**src/rtl/tcs_defines.svh**
```systemverilog
// Constants of the thermocouple channel scanner.
// Behaviour
// - Multiplexed mode hands one channel result to the host per scan.
// - After the last enabled channel, multiplexing wraps to channel zero.
// - Disabled channels are skipped; rotation covers selected ones only.
// - Pointer mode hands all enabled channel results within one host scan.
// - Each channel converts on its own timing into a 16-bit result.
// - Results reach the host only in step with host scans.
// - Latency: 160 ms minimum, channels times 160 ms plus a scan maximum.
// - Two select bits give the enabled count: 00=1, 01=2, 10=3, 11=4.
// - A negative temperature sets the most significant bit of the word.
`ifndef TCS_DEFINES_SVH
`define TCS_DEFINES_SVH

// Clock rate and per-channel conversion slot.
`define TCS_CLK_HZ        40000000
`define TCS_CONV_MS       160
`define TCS_CONV_CYC      ((`TCS_CLK_HZ / 1000) * `TCS_CONV_MS)

// Word layout: sign in the top bit of the 16-bit result.
`define TCS_SIGN_BIT      15
`define TCS_DATA_W        16
`define TCS_CH_W          2
`define TCS_NUM_CH        4

// Pointer reset value and FIFO depth.
`define TCS_PTR_RST       2'h0
`define TCS_FIFO_DEPTH    16

`endif

```
**src/rtl/tcs_pkg.sv**
```systemverilog
// Types of the thermocouple channel scanner.
package tcs_pkg;
   typedef enum logic [1:0] {
      TCS_IDLE  = 2'b00,
      TCS_SEND  = 2'b01,
      TCS_DRAIN = 2'b10
   } tcs_state_t;
endpackage

```
**src/rtl/tcs_fifo.sv**
```systemverilog
// Synchronous FIFO with registered read data, valid and ready on both sides.
`timescale 1ns/1ps
module tcs_fifo #(
   parameter int WIDTH = 18,
   parameter int DEPTH = 16
) (
   // Clock and reset.
   input  wire logic             clk_in,
   input  wire logic             rst_in,
   // Write side.
   input  wire logic [WIDTH-1:0] wr_data_in,
   input  wire logic             wr_valid_in,
   output logic                  wr_ready_out,
   // Read side.
   output logic      [WIDTH-1:0] rd_data_out,
   output logic                  rd_valid_out,
   input  wire logic             rd_ready_in,
   // Fill level.
   output logic [$clog2(DEPTH):0] level_out
);
   localparam int AW = $clog2(DEPTH);

   logic [WIDTH-1:0] mem_q [DEPTH];
   logic [AW-1:0]    wr_ptr_q, wr_ptr_d, rd_ptr_q, rd_ptr_d;
   logic [AW:0]      cnt_q, cnt_d;
   logic [WIDTH-1:0] dout_q, dout_d;
   logic             dv_q, dv_d;
   logic             push, pop, load;

   // The output register counts as one slot beyond the array.
   always_comb begin
      push     = wr_valid_in && (cnt_q != DEPTH[AW:0]);
      load     = (cnt_q != '0) && (!dv_q || rd_ready_in);
      pop      = dv_q && rd_ready_in;
      wr_ptr_d = push ? wr_ptr_q + 1'b1 : wr_ptr_q;
      rd_ptr_d = load ? rd_ptr_q + 1'b1 : rd_ptr_q;
      cnt_d    = cnt_q + {{AW{1'b0}}, push} - {{AW{1'b0}}, load};
      dout_d   = load ? mem_q[rd_ptr_q] : dout_q;
      dv_d     = load ? 1'b1 : (pop ? 1'b0 : dv_q);
   end

   // Pointers, counts and the output register.
   always_ff @(posedge clk_in or posedge rst_in) begin
      if (rst_in) begin
         wr_ptr_q <= '0;
         rd_ptr_q <= '0;
         cnt_q    <= '0;
         dout_q   <= '0;
         dv_q     <= 1'b0;
      end else begin
         wr_ptr_q <= wr_ptr_d;
         rd_ptr_q <= rd_ptr_d;
         cnt_q    <= cnt_d;
         dout_q   <= dout_d;
         dv_q     <= dv_d;
      end
   end

   // Storage array has no reset so it can map to memory.
   always_ff @(posedge clk_in) begin
      if (push) begin
         mem_q[wr_ptr_q] <= wr_data_in;
      end
   end

   assign wr_ready_out = (cnt_q != DEPTH[AW:0]);
   assign rd_data_out  = dout_q;
   assign rd_valid_out = dv_q;
   assign level_out    = cnt_q;
endmodule

```
**src/rtl/tcs_scanner.sv**
```systemverilog
// Top of the thermocouple channel scanner: conversion timing and hand-over.
`timescale 1ns/1ps
`include "tcs_defines.svh"
module tcs_scanner #(
   parameter int CONV_CYC   = `TCS_CONV_CYC,
   parameter int FIFO_DEPTH = `TCS_FIFO_DEPTH
) (
   // Clock and reset.
   input  wire logic        CLK_IN,
   input  wire logic        RST_IN,
   // Channel count selection and format.
   input  wire logic        COUNT_SELECT_LOW_IN,
   input  wire logic        COUNT_SELECT_HIGH_IN,
   input  wire logic        TWOS_COMP_IN,
   // Analog front end, one conversion per channel slot.
   input  wire logic [15:0] ADC_MAG_IN,
   input  wire logic        ADC_NEG_IN,
   output logic [1:0]       ADC_CH_OUT,
   output logic             ADC_SAMPLE_OUT,
   // Host scan interface.
   input  wire logic        SCAN_IN,
   input  wire logic        POINTER_MODE_IN,
   input  wire logic        HOST_READY_IN,
   output logic [15:0]      HOST_DATA_OUT,
   output logic [1:0]       HOST_CH_OUT,
   output logic             HOST_VALID_OUT,
   output logic             SCAN_DONE_OUT,
   output logic             CONV_STALL_OUT
);
   localparam int DW = `TCS_DATA_W;
   localparam int CW = `TCS_CH_W;
   localparam int TW = $clog2(CONV_CYC + 1);

   // Channel count from the two select bits.
   logic [CW-1:0] last_ch;
   always_comb begin
      last_ch = {COUNT_SELECT_HIGH_IN, COUNT_SELECT_LOW_IN};
   end

   // Conversion side: one slot of CONV_CYC per enabled channel, free running.
   logic [TW-1:0]  tmr_q, tmr_d;
   logic [CW-1:0]  cch_q, cch_d;
   logic [DW-1:0]  res_q [`TCS_NUM_CH];
   logic [DW-1:0]  res_d [`TCS_NUM_CH];
   logic           samp_q, samp_d;
   logic [DW-1:0]  conv_word;

   // Sign-magnitude keeps 15-bit magnitude with the sign on top; both
   // formats therefore show a negative reading by the top bit.
   always_comb begin
      if (!ADC_NEG_IN) begin
         conv_word = {1'b0, ADC_MAG_IN[DW-2:0]};
      end else if (TWOS_COMP_IN) begin
         conv_word = (~{1'b0, ADC_MAG_IN[DW-2:0]}) + 16'h0001;
      end else begin
         conv_word = {1'b1, ADC_MAG_IN[DW-2:0]};
      end
      if (ADC_NEG_IN && (ADC_MAG_IN[DW-2:0] == 15'h0000)) begin
         conv_word = 16'h8000;
      end
   end

   // Conversion runs with no regard to host scans.
   always_comb begin
      tmr_d  = tmr_q;
      cch_d  = cch_q;
      res_d  = res_q;
      samp_d = 1'b0;
      if (tmr_q == TW'(CONV_CYC - 1)) begin
         tmr_d  = '0;
         samp_d = 1'b1;
         res_d[cch_q] = conv_word;
         // The slot per channel bounds latency by count times the slot.
         cch_d = (cch_q >= last_ch) ? `TCS_PTR_RST : cch_q + 1'b1;
      end else begin
         tmr_d = tmr_q + 1'b1;
      end
   end

   always_ff @(posedge CLK_IN or posedge RST_IN) begin
      if (RST_IN) begin
         tmr_q  <= '0;
         cch_q  <= `TCS_PTR_RST;
         samp_q <= 1'b0;
         for (int i = 0; i < `TCS_NUM_CH; i++) begin
            res_q[i] <= '0;
         end
      end else begin
         tmr_q  <= tmr_d;
         cch_q  <= cch_d;
         samp_q <= samp_d;
         res_q  <= res_d;
      end
   end

   // Hand-over side: words enter the FIFO only on a host scan.
   tcs_pkg::tcs_state_t st_q, st_d;
   logic [CW-1:0]  mux_q, mux_d;
   logic [CW-1:0]  idx_q, idx_d;
   logic [CW-1:0]  stop_q, stop_d;
   logic           push;
   logic [DW+CW-1:0] push_word;
   logic           fifo_ready;
   logic [DW+CW-1:0] pop_word;
   logic           pop_valid;
   logic           done_q, done_d;
   logic           stall_q, stall_d;
   logic [$clog2(FIFO_DEPTH):0] level;

   always_comb begin
      st_d      = st_q;
      mux_d     = mux_q;
      idx_d     = idx_q;
      stop_d    = stop_q;
      done_d    = 1'b0;
      stall_d   = 1'b0;
      push      = 1'b0;
      push_word = {idx_q, res_q[idx_q]};
      unique case (st_q)
         tcs_pkg::TCS_IDLE: begin
            if (SCAN_IN) begin
               if (POINTER_MODE_IN) begin
                  idx_d  = '0;
                  stop_d = last_ch;
               end else begin
                  // Pointer may sit past a channel just disabled.
                  idx_d  = (mux_q > last_ch) ? `TCS_PTR_RST : mux_q;
                  stop_d = (mux_q > last_ch) ? `TCS_PTR_RST : mux_q;
               end
               st_d = tcs_pkg::TCS_SEND;
            end
         end
         tcs_pkg::TCS_SEND: begin
            stall_d = !fifo_ready;
            if (fifo_ready) begin
               push = 1'b1;
               if (idx_q == stop_q) begin
                  if (!POINTER_MODE_IN) begin
                     mux_d = (idx_q >= last_ch) ? `TCS_PTR_RST
                                                : idx_q + 1'b1;
                  end
                  st_d = tcs_pkg::TCS_DRAIN;
               end else begin
                  idx_d = idx_q + 1'b1;
               end
            end
         end
         tcs_pkg::TCS_DRAIN: begin
            // Scan completes once the host has taken every word.
            if (level == '0 && !pop_valid) begin
               done_d = 1'b1;
               st_d   = tcs_pkg::TCS_IDLE;
            end
         end
         default: begin
            st_d = tcs_pkg::TCS_IDLE;
         end
      endcase
   end

   always_ff @(posedge CLK_IN or posedge RST_IN) begin
      if (RST_IN) begin
         st_q    <= tcs_pkg::TCS_IDLE;
         mux_q   <= `TCS_PTR_RST;
         idx_q   <= `TCS_PTR_RST;
         stop_q  <= `TCS_PTR_RST;
         done_q  <= 1'b0;
         stall_q <= 1'b0;
      end else begin
         st_q    <= st_d;
         mux_q   <= mux_d;
         idx_q   <= idx_d;
         stop_q  <= stop_d;
         done_q  <= done_d;
         stall_q <= stall_d;
      end
   end

   // Buffer between scan sequencer and host; host can stall it.
   tcs_fifo #(
      .WIDTH (DW + CW),
      .DEPTH (FIFO_DEPTH)
   ) u_fifo (
      .clk_in       (CLK_IN),
      .rst_in       (RST_IN),
      .wr_data_in   (push_word),
      .wr_valid_in  (push),
      .wr_ready_out (fifo_ready),
      .rd_data_out  (pop_word),
      .rd_valid_out (pop_valid),
      .rd_ready_in  (HOST_READY_IN),
      .level_out    (level)
   );

   // Outputs straight from flip-flops.
   assign ADC_CH_OUT     = cch_q;
   assign ADC_SAMPLE_OUT = samp_q;
   assign HOST_DATA_OUT  = pop_word[DW-1:0];
   assign HOST_CH_OUT    = pop_word[DW+CW-1:DW];
   assign HOST_VALID_OUT = pop_valid;
   assign SCAN_DONE_OUT  = done_q;
   assign CONV_STALL_OUT = stall_q;
endmodule

```
**config.mk**
```make
export PLATFORM = sky130hd
export DESIGN_NAME = tcs_scanner
export DESIGN_NICKNAME = d
export VERILOG_FILES = /design/src/rtl/tcs_pkg.sv /design/src/rtl/tcs_fifo.sv /design/src/rtl/tcs_scanner.sv
export VERILOG_INCLUDE_DIRS = /design/src /design/src/rtl
export SDC_FILE = /design/constraint.sdc
export NUM_CORES = 1
export LEC_CHECK = 0
export ABC_CLOCK_PERIOD_IN_PS = 4100
export BUFFER_PORTS_ARGS = -buffer_cell sky130_fd_sc_hd__buf_4
export CAP_MARGIN = 40
export CORE_MARGIN = 4
export CORE_UTILIZATION = 47
export CTS_CLUSTER_SIZE = 30
export DETAILED_ROUTE_END_ITERATION = 10
export GPL_TIMING_DRIVEN = 0
export PLACE_DENSITY_LB_ADDON = 0.08
export SLEW_MARGIN = 20
export SYNTH_ARGS = -nofsm -noshare
export SYNTH_HDL_FRONTEND = slang
export SYNTH_SLANG_ARGS = --single-unit
```
**constraint.sdc**
```tcl
create_clock -name CLK_IN -period 4.1 [get_ports CLK_IN]
set_input_delay 0.205 -clock CLK_IN [delete_from_list [all_inputs] [get_ports CLK_IN]]
set_output_delay 0.205 -clock CLK_IN [all_outputs]
set_load 0.03 [all_outputs]
```
# ---- Word level (Yosys, flattened, before mapping)
# Memories as Yosys holds them, arrays and structs flattened. A register that Yosys moved wholly into a read port is not among the register bits.
# Index checks and enable logic that the tools add are counted.
# Widths: inputs -> output; s select.
dict set report word_totals {
  ram_bits 288
  inputBits 25
  reg_bits 114
  mem_count 1
}
dict set report classes {
  bitwise_logic 4
  n_eq_ne 10
  mux 34
  n_addsub 8
  n_reduce_logical 19
  order_cmp 6
}
# memory words width rd rd_clocked_by_memory_dff write_ports line
set memory_table {}
lappend memory_table {u_fifo.mem_q 16 18 1 1 1 tcs_fifo.sv:23} ;# logic [WIDTH-1:0] mem_q [DEPTH];
# operator count
set op_table {}
lappend op_table {{$mux 16} 6}
lappend op_table {{$bwmux 64} 1}
lappend op_table {{$bmux 16 s2} 1}
lappend op_table {{$demux 16 s2} 1}
lappend op_table {{$mux 2} 12}
lappend op_table {{$add 23x1->23 const B} 1}
lappend op_table {{$eq 23x23->1 const B} 1}
lappend op_table {{$mux 23} 1}
lappend op_table {{$add 16x1->16 const B} 1}
lappend op_table {{$not 15->16} 1}
lappend op_table {{$logic_not 15->1} 1}
lappend op_table {{$reduce_and 4->1} 3}
lappend op_table {{$mux 1} 10}
lappend op_table {{$ne 2x2->1 const B} 5}
lappend op_table {{$add 4x1->4 const B} 2}
lappend op_table {{$ge 3x3->1 const B} 2}
lappend op_table {{$logic_and 1x1->1} 6}
lappend op_table {{$not 2->3} 2}
lappend op_table {{$pmux 2 s3} 1}
lappend op_table {{$add 5x1->5} 1}
lappend op_table {{$logic_not 5->1} 1}
lappend op_table {{$ne 5x5->1 const B} 1}
lappend op_table {{$reduce_bool 5->1} 1}
lappend op_table {{$sub 5x1->5} 1}
lappend op_table {{14 further kinds} 18}

# ---- Logic depth before layout (Yosys ltp)
# Gate-level depths: netlist of run 1.
dict set report logic_depth {
  ltp_word 6
  ltp_mapped 15
  ltp_nobuf 15
}

# ---- Cells and area by module
# A second synthesis of run 1 with hierarchy kept.
dict set report unflattened {
  cells_unflattened 1012
  hier_area_um2 17875.9
}
# mod instances area_per_inst_um2 cells_each seq_area_each_um2
set by_module_without_submodules {}
lappend by_module_without_submodules {tcs_fifo 1 12446.9 577 9449.1}
lappend by_module_without_submodules {tcs_scanner 1 5429.0 435 2502.4}

# ---- Worst setup path after synthesis of run 1
# OpenSTA, ideal clock, no wires.
dict set report synth_timing {
  path_kind {register to register}
  from {reg u_fifo.cnt_q[2], in the netlist u_fifo.level_out[2]}
  to {mem u_fifo.mem_q[0][0], enable pin}
  path_stages_with_launch 7
  required_ps 3684
  arrival_time_ps 2516
  synth_period_minus_slack_ps 2932
  path_slack_ps 1168
  path_cell_list {dfrtp_1 inv_1 ha_1 a31oi_1 clkbuf_1 nand2_1 nor3_1}
}
dict set report synth_between {
  elab_chain_cells 6
}
# item line
set synth_rtl {}
lappend synth_rtl {{start: declaration} tcs_fifo.sv:25} ;# logic [AW:0] cnt_q, cnt_d;
lappend synth_rtl {{start signal: assignment} tcs_fifo.sv:53} ;# cnt_q <= cnt_d;
lappend synth_rtl {{$ne 5x5->1 *} {tcs_fifo.sv:32, tcs_fifo.sv:66}}
lappend synth_rtl {{$mux 1} tcs_scanner.sv:135} ;# if (fifo_ready) begin
lappend synth_rtl {{$mux 1} tcs_scanner.sv:119} ;# unique case (st_q)
lappend synth_rtl {{$logic_and 1x1->1 *} tcs_fifo.sv:32} ;# push = wr_valid_in && (cnt_q != DEPTH[AW:0]);
lappend synth_rtl {{named net u_fifo.push} tcs_fifo.sv:28} ;# logic push, pop, load;
lappend synth_rtl {{$mux 1 *} tcs_fifo.sv:61} ;# if (push) begin
lappend synth_rtl {{$mux 1 (implied by the code) *} tcs_fifo.sv:62} ;# mem_q[wr_ptr_q] <= wr_data_in;
lappend synth_rtl {{end: declaration} tcs_fifo.sv:23}
# The timed path passes the listed nets; every way through them passes the cells marked *.

# ---- Worst setup path after layout of run 1
dict set report layout_timing {
  from {reg st_q[1]}
  to {mem u_fifo.mem_q[2][6], enable pin}
}
dict set report layout_between {
  elab_chain_cells 5
}
# item line
set layout_rtl {}
lappend layout_rtl {{start: declaration} tcs_scanner.sv:97} ;# tcs_pkg::tcs_state_t st_q, st_d;
lappend layout_rtl {{start signal: assignment} tcs_scanner.sv:163} ;# st_q <= tcs_pkg::TCS_IDLE;
lappend layout_rtl {{start signal: assignment} tcs_scanner.sv:170} ;# st_q <= st_d;
lappend layout_rtl {{$eq 2x1->1} tcs_scanner.sv:119}
lappend layout_rtl {{$mux 1} tcs_scanner.sv:119}
lappend layout_rtl {{$logic_and 1x1->1} tcs_fifo.sv:32}
lappend layout_rtl {{named net u_fifo.push} tcs_fifo.sv:28}
lappend layout_rtl {{$mux 1} tcs_fifo.sv:61}
lappend layout_rtl {{$mux 1 (implied by the code)} tcs_fifo.sv:62}
# The timed path passes the listed nets, and every way through them passes these cells.

==> results by group, run 1 <==
Setup path
  – Reg-to-reg critical path startpoint: st_q[1]
  – Crit-path max FO: 10
  – Arrival @ worst endpoint: 3330 ps
  – Critical path class: reg -> reg
  – CP Data Required Time: 4350 ps
  – Worst R2R Path Depth: 8
  – Crit path launch type: register
  – Reg2Reg Setup Slack: 1020 ps
  – FF-to-FF End: u_fifo.mem_q[2][6]
  – Element type at the critical path end: register

Timing
  – Fmax: around 0.32 GHz
  – Worst setup margin: 1020 ps
  – Rel. slew slack: 46.4%
  – Final TNS setup: 0 ps
  – Fin Clk Skew: 14.6 ps
  – RSZ-0062 raised after global routing: no
  – Worst-Margin Slew: 803 ps
  – Fin. Hold Viols: 0
  – Final setup viols: 0
  – Tcrit/Tclk final: 75.2%
  – Count of pins over their slew limit: 0
  – Tmin final: 3080 ps

Synthesis
  – Synth top area cells: edfxtp_1 50%, dfrtp_1 19%, mux4_2 11%
  – Yosys warnings: 0
  – Synth Net Count: 1,104
  – Top cell type's share of synthesized area: between 50% and 60%
  – Top-count cell post-synth: edfxtp_1
  – FF+latch count, synth: 420
  – Syn Inst Count: 1,055
  – Ys async rst share: 31.4%
  – Commonest cells post-synth: 288 x edfxtp_1, 132 x dfrtp_1, 124 x nand2_1
  – Mean Syn Cell Area: between 15 and 20 sq um
  – Yosys cell types: 48
  – Post-synthesis sequential area ratio: 69.3%
  – Leading area contributor after synthesis: edfxtp_1
  – Mapped cell area: 0.0172 sq mm
  – Post-synth EDFFs: ~290
  – Main synth FF type: edfxtp_1

Clocking
  – H-Tree Depth: 2
  – Skew-Pair Late Insertion Delay: around 540 ps
  – Clock root buffer master: clkbuf_16
  – Buffer depth of the longest clock path: 3
  – Hold_buf cts: 6
  – CTS clk-pin slew, worst paths: 60 ps
  – CTS Buf Count: 44
  – Post-CTS setup buffers: 0
  – Post-cts gate resize count: 0
  – CTS Sinks: between 400 and 500
  – TritonCTS clock tree: done

Power
  – Power, Total: 13.2 mW
  – Leakage: 7.41 nW
  – PD cells: roughly 660 mW/mm^2
  – Peak VDD IR: between 0.0003 and 0.0004 V

Place
  – Placer Congestion: 0.780
  – Dpl hpwl: 23.7 mm
  – Pre-CTS setup slack: 962 ps
  – Dpl cell area: 0.0185 sq mm
  – Port Buffers: 47

Global routing
  – Initial antenna violation count: 0
  – First-pass GRT wire length: 56.7 mm
  – Gr ovfl total: 0
  – Pin count of the biggest net entering global routing: 96
  – GRT Total Usage: 18.8%
  – Vias in the first global route: 9,422

Routing
  – Pre-Repair DR Iteration Count: 4
  – Detail Route Antenna Nets: 0
  – DR iter-0 viols: 714
  – Routed vias/inst: between 5 and 6
  – Drc violations: 0
  – Via count: between 9,000 and 10,000
  – DR WL/cell: 21.6 um
  – Total Wirelength: approximately 36 mm

Final layout
  – Fraction of layout cells with a size suffix above 1: 24.4%
  – Diode count: 0
  – Area Overhead vs Synth: 16.4%
  – Fill count: 2,868
  – Area of the multi-input gates: 0.00509 sq mm
  – Util after Layout: 55.9%
  – Layout Nets: approximately 1,200
  – Design area: 0.0201 sq mm
  – Sequential cell area: 0.0120 sq mm

Flow run
  – Maxcap violations: 0

Floorplanning
  – I/O Pins: 49
  – Placement Rows: around 70
  – Starting Density: 48.0%
  – Die height: around 200 um
  – Die area: 0.0398 sq mm
  – Die X: approximately 200 um
  – Core area: 0.0359 sq mm

Worst hold path
  – Worst hold path class: in -> reg
  – Worst Hold Endpoint: res_q[13]
  – Hold Crit Depth: 3
  – Hold_sp: ADC_MAG_IN[13]

Outcome
  – Status: completed
## flip-flops by register name, indices dropped and copies added, names as in the netlist, 4 cells and up
register / cells
u_fifo.level_out: 5
u_fifo.rd_data_out: 18
tmr_q: 23
u_fifo.mem_q: 288
u_fifo.wr_ptr_q: 4
u_fifo.rd_ptr_q: 4
res_q: 64
## cell usage in the layout (no fill, tap or decap), drive strengths merged, types with 15 or more instances in the layout
master    n
edfxtp  288
o221ai   17
dfrtp   132
nor3     17
nor2     43
a21oi    16
xnor2    35
nand3    15
inv      28
o21ai    71
mux2i    20
nand2   124
mux2     18
clkbuf   78
mux4     88
buf      93
ha       23
## how the worst max path moves through the flow
stage,start,endpoint,cells past startpoint
floorplan,RST_IN,ADC_CH_OUT[0],1
global placement,RST_IN,res_q[9],2
detailed placement,st_q[1],u_fifo.mem_q[2][7],8
CTS,st_q[1],u_fifo.mem_q[2][6],8
global route,st_q[1],u_fifo.mem_q[2][6],8
finish,st_q[1],u_fifo.mem_q[2][6],8
## routing by layer
| layer | track usage, % | share of wire, % |
|---|---|---|
| met5 | 0 | 0 |
| met4 | 3.92 | 1.7 |
| met3 | 2.88 | 4.3 |
| met2 | 30.4 | 49 |
| met1 | 27.6 | 45 |
## critical path, cell delays in order, from the launching register on
cell      delay, ps
dfrtp_1         410
inv_1            80
nand2_1         160
a31oi_1         230
clkbuf_1        410
nand2_1         330
nor3_2          660
buf_4           310
buf_4           190
## final cells by class
| cell class | instances | share of cell area (%) |
|---|---|---|
| Clock inverter | 25 | 1.33 |
| Multi-Input combinational cell | 562 | 25.3 |
| Buffer | 47 | 1.03 |
| Inverter | 26 | 0.523 |
| Clock buffer | 57 | 5.98 |
| Timing Repair Buffer | 73 | 3.39 |
| Tap cell | 461 | 2.87 |
| Sequential cell | 420 | 59.5 |
## logic make-up (layout without fill, tap and decap cells)
kind of cell | count (synthesis) | after routing | share of synthesized area (%)
AO/OA/AOI/OAI | 118 | 118 | 3.97
XOR/XNOR | 44 | 44 | 2.23
adder cells (fa/ha/maj) | 24 | 24 | 1.78
buffers and inverters | 73 | 228 | 1.77
flip-flops | 420 | 420 | 69.3
multiplexers | 126 | 126 | 13.8
AND/OR/NAND/NOR | 250 | 250 | 7.12
## report_power, final
group / leakage, nW / switching (mW) / internal (mW)
Clock: 0.708 / 1.60 / 2.39
Sequential: 4.11 / 0.234 / 5.22
Combinational: 2.59 / 2.17 / 1.53
Total: 7.41 / 4.01 / 9.14
## metrics by stage
step                      hold slack, ps  instances
after floorplan                      355       1055
after global placement               446       1563
after detailed placement             204       1582
after CTS                           40.7       1670
after global routing                64.3       1671
final                               62.4       1671
Power figures use the tool's default switching activity.
==> inputs of run 2 (changes only) <==
ABC_CLOCK_PERIOD_IN_PS = 3100   (was 4100)
clock period = 3.1 ns   (was 4.1 ns; I/O delays follow)
==> results by group, run 2 (synthesis gave the netlist of run 1 again) <==
Setup path
  – CP dominant cell by count: buf_4
  – Element type at the critical path end: register
  – Critical path class: reg -> reg
  – CP bufs+invs: 5 (+1)
  – Crit-path max FO: 10 (unchanged)
  – Largest stage delay on the critical path: 410 ps (-250 ps)
  – CP Data Required Time: 3340 ps (-1010 ps)
  – Worst path slowest cell: clkbuf_1
  – Worst path top cell family by delay: buffers and inverters
  – CP Cell Sequence: inv_1 -> ha_1 -> a31oi_1 -> clkbuf_1 -> nand2_1 -> nor3_2 -> buf_4 -> buf_4 -> buf_4
  – Crit path launch type: register
  – Arrival @ worst endpoint: 3040 ps (-290 ps)

Clocking
  – TritonCTS clock tree: done
  – Buffer depth of the longest clock path: 3 (unchanged)
  – Clock root buffer master: clkbuf_16
  – H-Tree Depth: 2 (unchanged)
  – Skew-Pair Late Insertion Delay: 550 ps (about the same)
  – CTS clk-pin slew, worst paths: 60 ps (about the same)
  – CTS Buf Count: 45 (+2.3%)
  – CTS Sinks: 420 (unchanged)

Routing
  – Routed vias/inst: 5.51 (-0.28%)
  – DR WL/cell: 21.6 um (+0.26%)
  – Pre-Repair DR Iteration Count: 4 (unchanged)
  – DR iter-0 viols: 677 (-5.2%)
  – Drc violations: 0 (unchanged)
  – Total Wirelength: 36.4 mm (+0.92%)
  – Via count: 9,276 (+0.38%)
  – Detail Route Antenna Nets: 0 (unchanged)

Final layout
  – Non-Filler Instances: 1,682 (+0.66%)
  – Layout Nets: 1,234 (+0.90%)
  – Register with the most flip-flops: u_fifo.mem_q
  – Diode count: 0 (unchanged)
  – Top Registers: u_fifo.mem_q: 288 flops, res_q: 64 flops, tmr_q: 23 flops
  – Fraction of layout cells with a size suffix above 1: 24.9% (+0.52 points)
  – Commonest non-fill, non-tap cells in the layout: 288 x edfxtp_1, 131 x dfrtp_1, 124 x nand2_1
  – Commonest non-fill, non-tap cell in the layout: edfxtp_1
  – Area Overhead vs Synth: 17.8%
  – Max reg flops: 288 (unchanged)

Floorplanning
  – Die X: 200 um (unchanged)
  – Core area: 0.0359 sq mm (unchanged)
  – Die area: 0.0398 sq mm (unchanged)
  – Starting Density: 48.0% (unchanged)
  – Die height: 200 um (unchanged)
  – Placement Rows: 69 (unchanged)
  – I/O Pins: 49 (unchanged)

Timing
  – Count of pins over their slew limit: 0 (unchanged)
  – RSZ-0062 raised after global routing: no
  – Fin Clk Skew: 19.3 ps (+4.70 ps)
  – Tmin final: 2790 ps (-291 ps)
  – Fmax: 0.358 GHz (+10%)
  – Final setup viols: 0 (unchanged)
  – Worst-Margin Slew: 811 ps (+7.38 ps)
  – Rel. slew slack: 45.9% (-0.49 points)
  – Tcrit/Tclk final: 90.1% (+15 points)
  – Hold WS: 32.7 ps (-29.7 ps)
  – Final TNS setup: 0 ps (unchanged)
  – Fin. Hold Viols: 0 (unchanged)

Global routing
  – Gr ovfl total: 0 (unchanged)
  – Pin count of the biggest net entering global routing: 34 (-65%)
  – GRT Total Usage: 19.1% (+0.26 points)
  – Vias in the first global route: 9,620 (+2.1%)
  – First-pass GRT wire length: 57.8 mm (+2.0%)
  – Initial antenna violation count: 0 (unchanged)

Power
  – Power, Total: 17.8 mW (+35%)
  – Leakage: 7.52 nW (+1.5%)
  – Peak VDD IR: 0.000371 V (+15%)
  – PD cells: 877 mW/mm^2 (+34%)

Place
  – Dpl hpwl: 24.4 mm (+3.0%)
  – Placer Congestion: 0.788 (+1.1%)
  – Inst Count DP: 1,587 (+0.32%)
  – Port Buffers: 47 (unchanged)

Worst hold path
  – Worst hold path class: in -> reg

Outcome
  – Status: completed

Flow run
  – Maxcap violations: 0 (unchanged)
-- run 2: cell types whose count changed in the layout (fill, tap and decap cells not counted), sizes merged --
cell / before / now
bufinv: 5 / 8
clkinv: 14 / 11
clkbuf: 78 / 80
inv: 28 / 26
buf: 93 / 101
dlygate4sd3: 6 / 9
-- run 2: per-layer routing --
metal / vias up / routed length, um / global-route usage (%)
met5: - / 0 / 0
li1: 4299 / - / -
met1: 4765 / 16900 / 28.0
met3: 35 / 1480 / 2.87
met4: 0 / 459 / 3.55
met2: 177 / 17600 / 31.1
-- run 2: tightest hold or removal path, cell delays in order --
cell and delay, ps:
buf_4 130, nand2_1 140, o21ai_0 90
-- run 2: stage by stage --
| stage | worst slack (ps) | instance area, sq um | utilization [%] |
|---|---|---|---|
| after global placement | -1530 | 18200 | 50.6 |
| after global routing | 65.1 | 20300 | 56.6 |
| after floorplan | 168 | 17300 | - |
| final | 307 | 20300 | 56.6 |
| after CTS | 43.8 | 20300 | 56.5 |
| after detailed placement | 49.4 | 18600 | 51.9 |
-- run 2: cell type report --
class,count,area [sq um]
Multi-Input combinational cell,562,5090
Sequential cell,420,12000
Tap cell,461,577
Clock inverter,23,322
Clock buffer,60,1240
Buffer,47,208
Fill cell,2901,15600
Timing Repair Buffer,83,816
Inverter,26,101
-- run 2: power breakdown --
part	switching (mW)	internal, mW
Sequential	0.309	6.91
Clock	2.13	3.49
Combinational	2.90	2.06
Total	5.35	12.5
-- run 2: path summary, 6_finish.rpt --
kind                                startpoint                   to  slack, ps  cells past startpoint
max                        u_fifo.level_out[2]  u_fifo.mem_q[2][10]        310                      9
min                              ADC_MAG_IN[0]             res_q[0]         30                      3
max reg2reg                u_fifo.level_out[2]  u_fifo.mem_q[2][10]        310                      9
min reg2reg                           tmr_q[0]             tmr_q[0]        450                      1
max in group asynchronous               RST_IN   u_fifo.rd_ptr_q[1]       1950                      6
min in group asynchronous               RST_IN   u_fifo.wr_ptr_q[0]        180                      3
-- run 2: timing repair --
item                                    CTS  global route
endpoints found under the setup margin    0           151
endpoints found under the hold margin    78             0
hold buffers                              9             0
buffers inserted                          0             3
gates resized for setup                   0             2
==> inputs of run 3 (changes only) <==
ABC_CLOCK_PERIOD_IN_PS = 2500   (was 3100)
GPL_TIMING_DRIVEN = 1   (was 0)
clock period = 2.5 ns   (was 3.1 ns; I/O delays follow)
==> results by group, run 3 (synthesis gave the netlist of run 1 again) <==
Outcome
  – Status: completed

Timing
  – Worst-Margin Slew: 528 ps (-283 ps)
  – Fmax: 0.435 GHz (+22%)
  – Count of pins over their slew limit: 0 (unchanged)
  – Fin. Hold Viols: 0 (unchanged)
  – Fin Clk Skew: 17.9 ps (-1.37 ps)
  – Tmin final: 2300 ps (-495 ps)
  – Hold WS: 43.8 ps (+11.0 ps)
  – Rel. slew slack: 64.5% (+19 points)
  – Final TNS setup: 0 ps (unchanged)
  – RSZ-0062 raised after global routing: no
  – Tcrit/Tclk final: 91.9% (+1.8 points)
  – Final setup viols: 0 (unchanged)

Setup path
  – Element type at the critical path end: register
  – CP Data Required Time: 2930 ps (-410 ps)
  – Crit path launch type: register
  – Worst path slowest cell: dfrtp_1
  – Arrival @ worst endpoint: 2730 ps (-310 ps)
  – CP Cell Sequence: inv_2 -> ha_4 -> nand3b_1 -> nand2_1 -> inv_1 -> ha_1 -> inv_1 -> ha_2 -> inv_1 -> fa_2 -> inv_1 -> a21oi_1 -> nor2_1 -> nor2_1 -> xnor2_1
  – Crit-path max FO: 4 (-6)
  – Largest stage delay on the critical path: 400 ps (about the same)
  – Critical path class: reg -> reg
  – CP dominant cell by count: inv_1

Routing
  – Drc violations: 0 (unchanged)
  – DR WL/cell: 21.0 um (-2.8%)
  – Detail Route Antenna Nets: 0 (unchanged)
  – DR iter-0 viols: 497 (-27%)
  – Pre-Repair DR Iteration Count: 5 (+1)
  – Via count: 9,102 (-1.9%)
  – Routed vias/inst: 5.48 (-0.64%)
  – Total Wirelength: 34.9 mm (-4.0%)

Final layout
  – Commonest non-fill, non-tap cell in the layout: edfxtp_1
  – Area Overhead vs Synth: 17.8% (about the same)
  – Design area: 0.0203 sq mm (about the same)
  – Diode count: 0 (unchanged)
  – Max reg flops: 288 (unchanged)
  – Commonest non-fill, non-tap cells in the layout: 288 x edfxtp_1, 129 x dfrtp_1, 124 x nand2_1
  – Layout Nets: 1,214 (-1.6%)
  – Util after Layout: 56.6% (about the same)
  – Fraction of layout cells with a size suffix above 1: 25.0% (+0.10 points)
  – Top Registers: u_fifo.mem_q: 288 flops, res_q: 64 flops, tmr_q: 23 flops
  – Register with the most flip-flops: u_fifo.mem_q

Floorplanning
  – Starting Density: 48.0% (unchanged)
  – Core area: 0.0359 sq mm (unchanged)
  – I/O Pins: 49 (unchanged)
  – Die height: 200 um (unchanged)
  – Die area: 0.0398 sq mm (unchanged)
  – Placement Rows: 69 (unchanged)
  – Die X: 200 um (unchanged)

Place
  – Dpl hpwl: 21.3 mm (-13%)
  – Port Buffers: 47 (unchanged)
  – Dpl cell area: 0.0187 sq mm (+0.28%)
  – Placer Congestion: 0.749 (-4.9%)

Global routing
  – Pin count of the biggest net entering global routing: 73 (+110%)
  – GRT Total Usage: 18.4% (-0.63 points)
  – Vias in the first global route: 9,600 (-0.21%)
  – First-pass GRT wire length: 56.2 mm (-2.9%)
  – Initial antenna violation count: 0 (unchanged)
  – Gr ovfl total: 0 (unchanged)

Clocking
  – Post-CTS setup buffers: 0 (unchanged)
  – TritonCTS clock tree: done
  – H-Tree Depth: 2 (unchanged)
  – Clock root buffer master: clkbuf_16
  – Skew-Pair Late Insertion Delay: 560 ps (about the same)
  – CTS clk-pin slew, worst paths: 60 ps (about the same)
  – CTS Sinks: 420 (unchanged)
  – Buffer depth of the longest clock path: 3 (unchanged)
  – CTS Buf Count: 44 (-2.2%)

Power
  – Leakage: 7.48 nW (-0.53%)
  – Peak VDD IR: 0.000591 V (+59%)
  – PD cells: 1060 mW/mm^2 (+21%)

Flow run
  – Maxcap violations: 0 (unchanged)

Worst hold path
  – Worst hold path class: in -> reg
[run 3: changes by cell type in the layout (fill, tap and decap cells not counted), sizes merged]
cell | before | now
clkinv | 11 | 8
dlygate4sd3 | 9 | 18
clkbuf | 80 | 63
buf | 101 | 93
inv | 26 | 28
clkinvlp | 4 | 3
bufinv | 8 | 5
[run 3: critical path: cells and delay by family (launching register included)]
kind | cells | cell delay [ps]
flip-flops | 1 | 400
AND/OR/NAND/NOR | 4 | 350
XOR/XNOR | 1 | 110
buffers and inverters | 5 | 340
adder cells (fa/ha/maj) | 4 | 920
AO/OA/AOI/OAI | 1 | 50
[run 3: metal layers]
layer / GRT usage, % / vias up / share of wire, %
li1: - / 4248 / -
met1: 26.8 / 4659 / 47
met2: 29.5 / 142 / 48
met3: 3.32 / 53 / 3.3
met4: 4.28 / 0 / 1.9
met5: 0 / - / 0
[run 3: cell type report]
class                      count  area (sq um)
clock inverter                18           224
inverter                      26           101
sequential                   420         12000
tap                          461           577
multi-input combinational    562          5090
fill                        2865         15600
timing repair buffer         111          1150
clock buffer                  63          1210
[run 3: final timing paths]
| kind | to | slack [ps] | startpoint | depth (start not counted) |
|---|---|---|---|---|
| setup reg to reg | u_fifo.level_out[4] | 200 | u_fifo.level_out[3] | 15 |
| min in group asynchronous | tmr_q[10] | 160 | RST_IN | 3 |
| max in group asynchronous | res_q[43] | 1610 | RST_IN | 4 |
| setup / recovery | u_fifo.level_out[4] | 200 | u_fifo.level_out[3] | 15 |
| hold reg to reg | tmr_q[0] | 460 | tmr_q[0] | 1 |
| hold / removal | res_q[6] | 40 | ADC_MAG_IN[6] | 3 |
[run 3: metrics by stage]
step                setup slack [ps]  total power [mW]  cells
CTS                             76.1              21.9   1661
floorplan                       46.5              13.2   1055
detailed placement               102              15.3   1562
finish                           202              21.6   1661
global placement                 113              15.3   1562
global route                    4.52              22.9   1661
[run 3: repair_timing]
| action | 4_1_cts | 5_1_grt |
|---|---|---|
| hold buffers | 18 | 0 |
| gates resized for setup | 0 | 7 |
| endpoints found under the hold margin | 67 | 0 |
| setup endpoints to repair | 0 | 1 |
[run 3: where the power goes]
group / total, mW / internal (mW) / leakage, nW / switching (mW)
clock: 6.50 / 3.90 / 0.686 / 2.60
combinational: 6.05 / 2.69 / 2.69 / 3.36
sequential: 9.07 / 8.57 / 4.11 / 0.501
total: 21.6 / 15.2 / 7.48 / 6.46
